$ cat config.mk
export PLATFORM = sky130hd
export DESIGN_NAME = timing_nco_control
export DESIGN_NICKNAME = d
export VERILOG_FILES = /design/src/shared/timing_nco_pkg.sv /design/src/verilog/timing_nco_accum.sv /design/src/verilog/timing_nco_control.sv
export SDC_FILE = /design/constraint.sdc
export NUM_CORES = 1
export LEC_CHECK = 0
export BUFFER_PORTS_ARGS = -buffer_cell sky130_fd_sc_hd__buf_2
export CAP_MARGIN = 30
export CORE_MARGIN = 2
export CORE_UTILIZATION = 30
export DETAILED_ROUTE_END_ITERATION = 7
export SYNTH_ARGS = -nofsm -noshare
export SYNTH_HDL_FRONTEND = slang
export SYNTH_SLANG_ARGS = --single-unit
export TNS_END_PERCENT = 20
$ cat constraint.sdc
create_clock -name sys_clk -period 5.9 [get_ports sys_clk]
set_input_delay 1.18 -clock sys_clk [delete_from_list [all_inputs] [get_ports sys_clk]]
set_output_delay 1.18 -clock sys_clk [all_outputs]
set_load 0.01 [all_outputs]
$ cat src/shared/timing_nco_pkg.sv
/*
  timing_nco_pkg: register map, field positions, reset values and widths
  for the timing oscillator control block.
  assumes: included by the control block and its accumulator datapath.
*/
package timing_nco_pkg;

  // ==========================================================
  // widths
  localparam int DATA_W = 32;
  localparam int ADDR_W = 8;
  localparam int FREQ_W = 32;
  localparam int PHASE_W = 8;

  // ==========================================================
  // register indices (word numbers) and byte addresses
  localparam int IDX_CONFIG = 11;
  localparam int IDX_FREQ_HOLD = 12;
  localparam int IDX_PHASE_HOLD = 13;
  localparam int IDX_FREQ_STROBE = 14;
  localparam int IDX_PHASE_STROBE = 15;
  localparam int IDX_ACTIVE_FREQ = 16;
  localparam int IDX_ACTIVE_PHASE = 17;
  localparam int IDX_ACCUM = 18;
  localparam logic [ADDR_W-1:0] ADDR_CONFIG = ADDR_W'(IDX_CONFIG * 4);
  localparam logic [ADDR_W-1:0] ADDR_FREQ_HOLD = ADDR_W'(IDX_FREQ_HOLD * 4);
  localparam logic [ADDR_W-1:0] ADDR_PHASE_HOLD = ADDR_W'(IDX_PHASE_HOLD * 4);
  localparam logic [ADDR_W-1:0] ADDR_FREQ_STROBE =
    ADDR_W'(IDX_FREQ_STROBE * 4);
  localparam logic [ADDR_W-1:0] ADDR_PHASE_STROBE =
    ADDR_W'(IDX_PHASE_STROBE * 4);
  localparam logic [ADDR_W-1:0] ADDR_ACTIVE_FREQ =
    ADDR_W'(IDX_ACTIVE_FREQ * 4);
  localparam logic [ADDR_W-1:0] ADDR_ACTIVE_PHASE =
    ADDR_W'(IDX_ACTIVE_PHASE * 4);
  localparam logic [ADDR_W-1:0] ADDR_ACCUM = ADDR_W'(IDX_ACCUM * 4);

  // ==========================================================
  // configuration word fields
  localparam int CFG_LOAD_ON_UPDATE = 0;
  localparam int CFG_CLEAR_ACC = 1;
  localparam int CFG_OFFSET_EN = 2;
  localparam int CFG_OFFSET_WIDTH_LO = 3;
  localparam int CFG_EXT_SYNC_EN = 5;
  localparam logic [DATA_W-1:0] CFG_WRITE_MASK = 32'h0000_003F;
  localparam logic [DATA_W-1:0] PHASE_WRITE_MASK = 32'h0000_00FF;

  // offset frequency width codes
  localparam logic [1:0] OFS_WIDTH_8 = 2'h0;
  localparam logic [1:0] OFS_WIDTH_16 = 2'h1;
  localparam logic [1:0] OFS_WIDTH_24 = 2'h2;
  localparam logic [1:0] OFS_WIDTH_32 = 2'h3;

  // ==========================================================
  // reset values
  localparam logic [DATA_W-1:0] RST_CONFIG = 32'h0000_0000;
  localparam logic [DATA_W-1:0] RST_FREQ = 32'h0000_0000;
  localparam logic [DATA_W-1:0] RST_PHASE = 32'h0000_0000;
  localparam logic SYNC_IDLE = 1'b1;

endpackage : timing_nco_pkg

$ cat src/verilog/timing_nco_accum.sv
/*
  timing_nco_accum: phase accumulator of the timing oscillator, with
  feedback zeroing and phase offset addition.
  assumes: all inputs come from logic on sys_clk.
*/
`timescale 1ns/1ps
module timing_nco_accum
  import timing_nco_pkg::*;
#(
  parameter int ACC_W = 32,
  parameter int PH_W = 8
) (
  // clock and reset
  input wire logic sys_clk,
  input wire logic rstn,
  // sample pacing and controls
  input wire logic sample_en,
  input wire logic clear_acc,
  input wire logic zero_req,
  // increments and offset
  input wire logic [ACC_W-1:0] center_freq,
  input wire logic [ACC_W-1:0] offset_freq,
  input wire logic [PH_W-1:0] phase_offset,
  // results
  output logic [ACC_W-1:0] acc_r,
  output logic [ACC_W-1:0] timing_r,
  output logic zero_pend_r
);

  // ==========================================================
  // feedback path
  logic [ACC_W-1:0] feedback;
  logic [ACC_W-1:0] acc_nxt;

  // zeroed while clearing or while a one-shot zero is owed
  assign feedback = (clear_acc || zero_pend_r || zero_req) ?
                    '0 : acc_r; // see RL5
  assign acc_nxt = feedback + center_freq + offset_freq; // see RL14

  // one-shot zero waits for the next sample; a new request wins
  always_ff @(posedge sys_clk) begin
    if (!rstn) begin
      zero_pend_r <= 1'b0;
    end else if (zero_req) begin
      zero_pend_r <= 1'b1; // see RL3
    end else if (sample_en) begin
      zero_pend_r <= 1'b0;
    end
  end

  // accumulate once per resampler input sample
  always_ff @(posedge sys_clk) begin
    if (!rstn) begin
      acc_r <= '0;
    end else if (sample_en) begin
      acc_r <= acc_nxt; // see RL14
    end
  end

  // phase offset weights the top bits: one full period spans PH_W bits
  always_ff @(posedge sys_clk) begin
    if (!rstn) begin
      timing_r <= '0;
    end else begin
      timing_r <= acc_r + {phase_offset, {(ACC_W-PH_W){1'b0}}}; // see RL10
    end
  end

endmodule : timing_nco_accum

$ cat src/verilog/timing_nco_control.sv
/*
  timing_nco_control: control registers and update logic of the timing
  oscillator that paces the resampling filter, with an Avalon-MM slave.
  assumes: one clock, sys_clk, serves as processing clock; the external
  sync pin is asynchronous and active low; sample_en and offset_freq come
  from logic on sys_clk.

  // Summary of operation
  // RL1 - external sync pin is ignored while config bit 5 is zero
  // RL2 - with bit 5 set, sync asserts copy both held values to active
  // RL3 - with bit 0 set, a sync transfer also zeroes accumulator feedback
  // RL4 - bit 2 gates offset frequency; bits 4-3 pick 8,16,24,32 bits
  // RL5 - while bit 1 is set accumulator feedback is forced to zero
  // RL6 - with bit 0 set, a frequency strobe write also zeroes feedback
  // RL7 - software programs frequency as output over input rate times 2^32
  // RL8 - frequency writes land in holding; active changes only on transfer
  // RL9 - any write to the frequency strobe moves held frequency to active
  // RL10 - 8-bit phase offset spans one input period, signed or offset
  // RL11 - phase writes land in holding; active changes only on transfer
  // RL12 - any write to the phase strobe moves held phase to active
  // RL13 - all control words are retimed into processing clock first
  // RL14 - per sample, accumulator adds centre plus offset; phase added after
*/
`timescale 1ns/1ps
module timing_nco_control
  import timing_nco_pkg::*;
#(
  parameter int ACC_W = FREQ_W,
  parameter int PH_W = PHASE_W
) (
  // clock and reset
  input wire logic sys_clk,
  input wire logic rstn,
  // avalon-mm slave
  input wire logic [ADDR_W-1:0] avs_address,
  input wire logic avs_read,
  input wire logic avs_write,
  input wire logic [DATA_W-1:0] avs_writedata,
  input wire logic [3:0] avs_byteenable,
  output logic [DATA_W-1:0] avs_readdata,
  output logic avs_waitrequest,
  // external sync pin, active low
  input wire logic external_sync_pin_b,
  // resampler pacing and offset frequency from the tracking loop
  input wire logic sample_en,
  input wire logic [ACC_W-1:0] offset_freq,
  // oscillator state
  output logic [ACC_W-1:0] active_freq,
  output logic [PH_W-1:0] active_phase,
  output logic [ACC_W-1:0] phase_acc,
  output logic [ACC_W-1:0] timing_phase
);

  // ==========================================================
  // bus handshake
  logic ack_r;
  logic req;
  logic wr_go;
  logic [DATA_W-1:0] readdata_r;
  logic [DATA_W-1:0] rd_nxt;
  logic [DATA_W-1:0] be_mask;

  assign req = avs_read || avs_write;
  // one wait cycle: request seen, then answered on the following edge
  assign avs_waitrequest = req && !ack_r;
  assign wr_go = avs_write && ack_r;
  assign avs_readdata = readdata_r;

  // acknowledge toggles so a held request is answered once per beat
  always_ff @(posedge sys_clk) begin
    if (!rstn) begin
      ack_r <= 1'b0;
    end else begin
      ack_r <= req && !ack_r;
    end
  end

  // byte lane mask from byteenable
  genvar gi;
  generate
    for (gi = 0; gi < 4; gi++) begin : g_lane
      assign be_mask[8*gi +: 8] = {8{avs_byteenable[gi]}};
    end
  endgenerate

  // ==========================================================
  // software registers
  logic [DATA_W-1:0] config_r;
  logic [DATA_W-1:0] freq_hold_r;
  logic [DATA_W-1:0] phase_hold_r;
  logic wr_config;
  logic wr_freq_hold;
  logic wr_phase_hold;
  logic wr_freq_strobe;
  logic wr_phase_strobe;

  // address decode of the accepted write
  assign wr_config = wr_go && (avs_address == ADDR_CONFIG);
  assign wr_freq_hold = wr_go && (avs_address == ADDR_FREQ_HOLD);
  assign wr_phase_hold = wr_go && (avs_address == ADDR_PHASE_HOLD);
  assign wr_freq_strobe = wr_go && (avs_address == ADDR_FREQ_STROBE);
  assign wr_phase_strobe = wr_go && (avs_address == ADDR_PHASE_STROBE);

  // configuration word, reserved bits stay zero
  always_ff @(posedge sys_clk) begin
    if (!rstn) begin
      config_r <= RST_CONFIG;
    end else if (wr_config) begin
      config_r <= ((config_r & ~be_mask) | (avs_writedata & be_mask)) &
                  CFG_WRITE_MASK;
    end
  end

  // centre frequency holding register only
  always_ff @(posedge sys_clk) begin
    if (!rstn) begin
      freq_hold_r <= RST_FREQ;
    end else if (wr_freq_hold) begin
      freq_hold_r <= (freq_hold_r & ~be_mask) |
                     (avs_writedata & be_mask); // see RL8
    end
  end

  // phase offset holding register only
  always_ff @(posedge sys_clk) begin
    if (!rstn) begin
      phase_hold_r <= RST_PHASE;
    end else if (wr_phase_hold) begin
      phase_hold_r <= ((phase_hold_r & ~be_mask) |
                       (avs_writedata & be_mask)) &
                      PHASE_WRITE_MASK; // see RL11
    end
  end

  // ==========================================================
  // retiming into the processing side
  logic [DATA_W-1:0] config_proc_r;
  logic freq_stb_r;
  logic phase_stb_r;

  // configuration copy that the oscillator logic reads
  always_ff @(posedge sys_clk) begin
    if (!rstn) begin
      config_proc_r <= RST_CONFIG;
    end else begin
      config_proc_r <= config_r; // see RL13
    end
  end

  // strobe writes become one-cycle pulses; write data is ignored
  always_ff @(posedge sys_clk) begin
    if (!rstn) begin
      freq_stb_r <= 1'b0;
      phase_stb_r <= 1'b0;
    end else begin
      freq_stb_r <= wr_freq_strobe; // see RL9
      phase_stb_r <= wr_phase_strobe; // see RL12
    end
  end

  // ==========================================================
  // external sync pin
  logic sync_meta_r;
  logic sync_r;
  logic sync_prev_r;
  logic sync_assert;
  logic ext_load;

  // two flip-flops against metastability, then one for edge detection
  always_ff @(posedge sys_clk) begin
    if (!rstn) begin
      sync_meta_r <= SYNC_IDLE;
      sync_r <= SYNC_IDLE;
      sync_prev_r <= SYNC_IDLE;
    end else begin
      sync_meta_r <= external_sync_pin_b;
      sync_r <= sync_meta_r; // see RL13
      sync_prev_r <= sync_r;
    end
  end

  // assertion is the falling edge of the active-low pin
  assign sync_assert = sync_prev_r && !sync_r;
  // pin has no effect unless enabled
  assign ext_load = sync_assert &&
                    config_proc_r[CFG_EXT_SYNC_EN]; // see RL1

  // ==========================================================
  // active registers
  logic [ACC_W-1:0] active_freq_r;
  logic [PH_W-1:0] active_phase_r;
  logic zero_req;

  // frequency moves on its strobe or an enabled sync
  always_ff @(posedge sys_clk) begin
    if (!rstn) begin
      active_freq_r <= ACC_W'(RST_FREQ);
    end else if (freq_stb_r || ext_load) begin
      active_freq_r <= ACC_W'(freq_hold_r); // see RL2
    end
  end

  // phase offset moves on its strobe or an enabled sync
  always_ff @(posedge sys_clk) begin
    if (!rstn) begin
      active_phase_r <= PH_W'(RST_PHASE);
    end else if (phase_stb_r || ext_load) begin
      active_phase_r <= PH_W'(phase_hold_r); // see RL2
    end
  end

  assign active_freq = active_freq_r;
  assign active_phase = active_phase_r;

  // load on update: frequency strobe or sync zeroes the feedback once
  assign zero_req = config_proc_r[CFG_LOAD_ON_UPDATE] &&
                    (freq_stb_r || ext_load); // see RL3, see RL6

  // ==========================================================
  // offset frequency width and enable
  logic [ACC_W-1:0] offset_sel;
  logic [1:0] ofs_width;

  assign ofs_width = config_proc_r[CFG_OFFSET_WIDTH_LO +: 2];

  // keep the top bits of the offset, zero the rest
  always_comb begin
    offset_sel = '0;
    if (config_proc_r[CFG_OFFSET_EN]) begin
      case (ofs_width)
        OFS_WIDTH_8: begin
          offset_sel = {offset_freq[ACC_W-1 -: 8], {(ACC_W-8){1'b0}}};
        end
        OFS_WIDTH_16: begin
          offset_sel = {offset_freq[ACC_W-1 -: 16], {(ACC_W-16){1'b0}}};
        end
        OFS_WIDTH_24: begin
          offset_sel = {offset_freq[ACC_W-1 -: 24], {(ACC_W-24){1'b0}}};
        end
        OFS_WIDTH_32: begin
          offset_sel = offset_freq;
        end
        default: begin
          offset_sel = '0;
        end
      endcase // see RL4
    end
  end

  // ==========================================================
  // accumulator datapath
  logic zero_pend;

  timing_nco_accum #(
    .ACC_W(ACC_W),
    .PH_W(PH_W)
  ) u_accum (
    .sys_clk(sys_clk),
    .rstn(rstn),
    .sample_en(sample_en),
    .clear_acc(config_proc_r[CFG_CLEAR_ACC]), // see RL5
    .zero_req(zero_req),
    .center_freq(active_freq_r), // see RL14
    .offset_freq(offset_sel),
    .phase_offset(active_phase_r),
    .acc_r(phase_acc),
    .timing_r(timing_phase),
    .zero_pend_r(zero_pend)
  );

  // ==========================================================
  // read back
  // strobe locations and unmapped addresses read as zero
  always_comb begin
    rd_nxt = '0;
    case (avs_address)
      ADDR_CONFIG: begin
        rd_nxt = config_r;
      end
      ADDR_FREQ_HOLD: begin
        rd_nxt = freq_hold_r;
      end
      ADDR_PHASE_HOLD: begin
        rd_nxt = phase_hold_r;
      end
      ADDR_ACTIVE_FREQ: begin
        rd_nxt = DATA_W'(active_freq_r);
      end
      ADDR_ACTIVE_PHASE: begin
        rd_nxt = {23'h00_0000, zero_pend, active_phase_r};
      end
      ADDR_ACCUM: begin
        rd_nxt = DATA_W'(phase_acc);
      end
      default: begin
        rd_nxt = '0;
      end
    endcase
  end

  // read data is captured in the wait cycle and stands at the answer
  always_ff @(posedge sys_clk) begin
    if (!rstn) begin
      readdata_r <= '0;
    end else if (avs_read && !ack_r) begin
      readdata_r <= rd_nxt;
    end
  end

endmodule : timing_nco_control
==> results.ini <==
[worst_setup_path]
cp-endpoint=u_accum.acc_r[28]$_SDFFE_PN0P_
endpoint_kind=register
crit_type=register to register
cp.arrival_ns=5.00
r2r_slack_ns=1.24
crit_buf_inv=1
startpoint=sync_r$_SDFF_PN1_
critPathRequiredTime_ns=6.25
crit_top_cell=and2_1
path_depth=14
worstReg2RegEnd=u_accum.acc_r[28]$_SDFFE_PN0P_
cp-start-kind=register
cp_max_fo=18
r2r_cells=14
slowest_delay_ns=0.62
rr_startpoint=sync_r$_SDFF_PN1_
crit_chain=and3b_1 > or2_1 > a211oi_4 > buf_4 > and2_1 > fa_1 > ha_1 > a21oi_2 > and2_1 > o21ai_0 > o21ai_1 > a31oi_1 > or4_1 > a32o_1
crit_slowest_cell=a211oi_4
critPathTopFamily=compound AO/OA/AOI/OAI gates

[floorplan]
die_area_sq_um=36300
rows=68
die_y_microns=191
fp.dieW_microns=191
pin_count=219
core_area_sq_um=34400
initial_core_util=0.304

[timing]
drv_slew=0
setup_viol=0
fin_skew_ns=0.0211
hold_violations=0
fin_ws_ns=1.24
worst_slew_pin_slew_ns=0.982
fmax_mhz=215
rsz0062_at_grt=false
finalCritPeriodShare=0.789
period_minus_slack_ns=4.66
fin_tns_setup_ns=0
relSlewSlack=0.343

[power]
p_leak_nw=5.94
power_density_nw_per_um2=214
peakVddDrop_mv=0.209

[clock_tree]
clock_latency_ns=0.46
holdBufCountCts=0
clkSinkCount=195
cts_tree=built
cts_buffer_depth=2
cts_root_buf=clkbuf_16
path_clk_slew_ns=0.09
htreeDepth=4
cts_resized=0
cts_post_setup_buffers_inserted=0
cts_buffers=17

[global_routing]
grt_overflow=0
antenna_found_initial=5
grt_usage=0.191
grt_pass1_wl_microns=52200
grt_pass1_vias=8691
grt_max_degree=93

[detailed_routing]
drt_iter0_markers=645
wire_per_inst_microns=19.4
viasPerCell=5.07
drc_errors=0
ant_nets=0
wl_microns=34300
drt_pass1_iterations=6
vias=8949

[worst_hold_path]
hp-class=register to register

[placement]
port_buffers=218
dp_hpwl_microns=25000
placed_cells=1732
gp_congestion=0.887
pre_cts_ws_ns=1.29

[cells_and_area]
drive_gt1_frac=0.209
instances_no_fill=1766
layout-area-overhead-vs-synth_pct=19.4
final_common_cell=buf_2
layout_common_cells=217 x buf_2, 195 x dfxtp_1, 139 x nand2_1, 87 x and2_1, 76 x mux2i_1
final_nets=1448

[synthesis]
synth_area_sq_um=10400
syn_inst=1118
ys.flop_type=dfxtp_1
synth_edf_count=0
ys_ff_latch=195
yosys_warnings=0
async_reset_ff_frac=0
postSynthAreaPerCell_sq_um=9.34
syn_nets=1270
seq_area_frac_synth=0.374
yosysUniqueCellTypes=66

[outcome]
status=finished clean

[run]
drv_cap=0

==> kinds of logic (layout without fill, tap and decap cells) <==
group / after synthesis / in the layout / synth area share
other: 0 / 2 / 0
AO/OA/AOI/OAI: 248 / 248 / 0.178
AND/OR/NAND/NOR: 415 / 415 / 0.209
multiplexers: 76 / 76 / 0.0729
adder cells (fa/ha/maj): 70 / 70 / 0.108
flip-flops: 195 / 195 / 0.374
buffers and inverters: 83 / 274 / 0.0325
XOR/XNOR: 31 / 31 / 0.0260
==> area by class of cell <==
type,instances,area [sq um]
antenna,2,5.00
clock buffer,18,439
clock inverter,14,118
fill,3581,21900
inverter,15,56.3
multi-input combinational,840,6210
sequential,195,3900
tap,455,569
timing repair buffer,227,1160
==> synth_stat cells (8+ instances only) <==
cell type	n	area share
a211oi_1	8	0.0058
a21boi_0	34	0.024
a21o_1	9	0.0065
a21oi_1	38	0.018
a222oi_1	23	0.022
a31oi_1	8	0.0048
and2_1	87	0.052
and3_1	19	0.011
buf_2	10	0.0048
clkbuf_1	52	0.019
dfxtp_1	195	0.37
fa_1	33	0.063
ha_1	37	0.044
inv_1	15	0.0054
mux2i_1	76	0.073
nand2_1	139	0.050
nand3_1	14	0.0067
nand4_1	12	0.0072
nor2_1	34	0.012
nor2b_1	72	0.043
nor3_1	11	0.0053
o211a_1	29	0.028
o21ai_0	45	0.022
xnor2_1	19	0.016
xor2_1	12	0.010
==> layer usage <==
layer	vias to the layer above	wire, microns	track usage
li1	4325	-	-
met1	4292	16100	0.264
met2	286	15300	0.298
met3	40	2150	0.0421
met4	6	695	0.0602
met5	-	34	0
==> stage by stage <==
| stage | utilization | hold slack (ns) | area (sq um) | power, mW |
|---|---|---|---|---|
| CTS | 0.362 | 0.436 | 12500 | 2.70 |
| finish | 0.363 | 0.432 | 12500 | 2.66 |
| floorplan | - | 0.386 | 10400 | 1.46 |
| global placement | 0.346 | 0.413 | 11900 | 1.53 |
| global route | 0.363 | 0.471 | 12500 | 2.77 |
| detailed placement | 0.346 | 0.425 | 11900 | 1.53 |
==> power breakdown <==
group / internal, mW / switching (mW) / leakage (nW) / total (mW)
logic: 0.0653 / 0.0878 / 4.09 / 0.153
registers: 1.33 / 0.0129 / 1.58 / 1.35
clock network: 0.566 / 0.598 / 0.277 / 1.16
total: 1.96 / 0.699 / 5.94 / 2.66
==> worst min-delay path by stage <==
| stage | from | end | depth (start not counted) |
|---|---|---|---|
| final | sync_r$_SDFF_PN1_ | sync_prev_r$_SDFF_PN1_ | 1 |
| after global routing | sync_r$_SDFF_PN1_ | sync_prev_r$_SDFF_PN1_ | 1 |
| after CTS | sync_r$_SDFF_PN1_ | sync_prev_r$_SDFF_PN1_ | 1 |
| after detailed placement | sync_r$_SDFF_PN1_ | sync_prev_r$_SDFF_PN1_ | 1 |
| after global placement | sync_r$_SDFF_PN1_ | sync_prev_r$_SDFF_PN1_ | 1 |
| after floorplan | sync_meta_r$_SDFF_PN1_ | sync_r$_SDFF_PN1_ | 1 |
No activity file was read; power rests on OpenSTA's default activity.
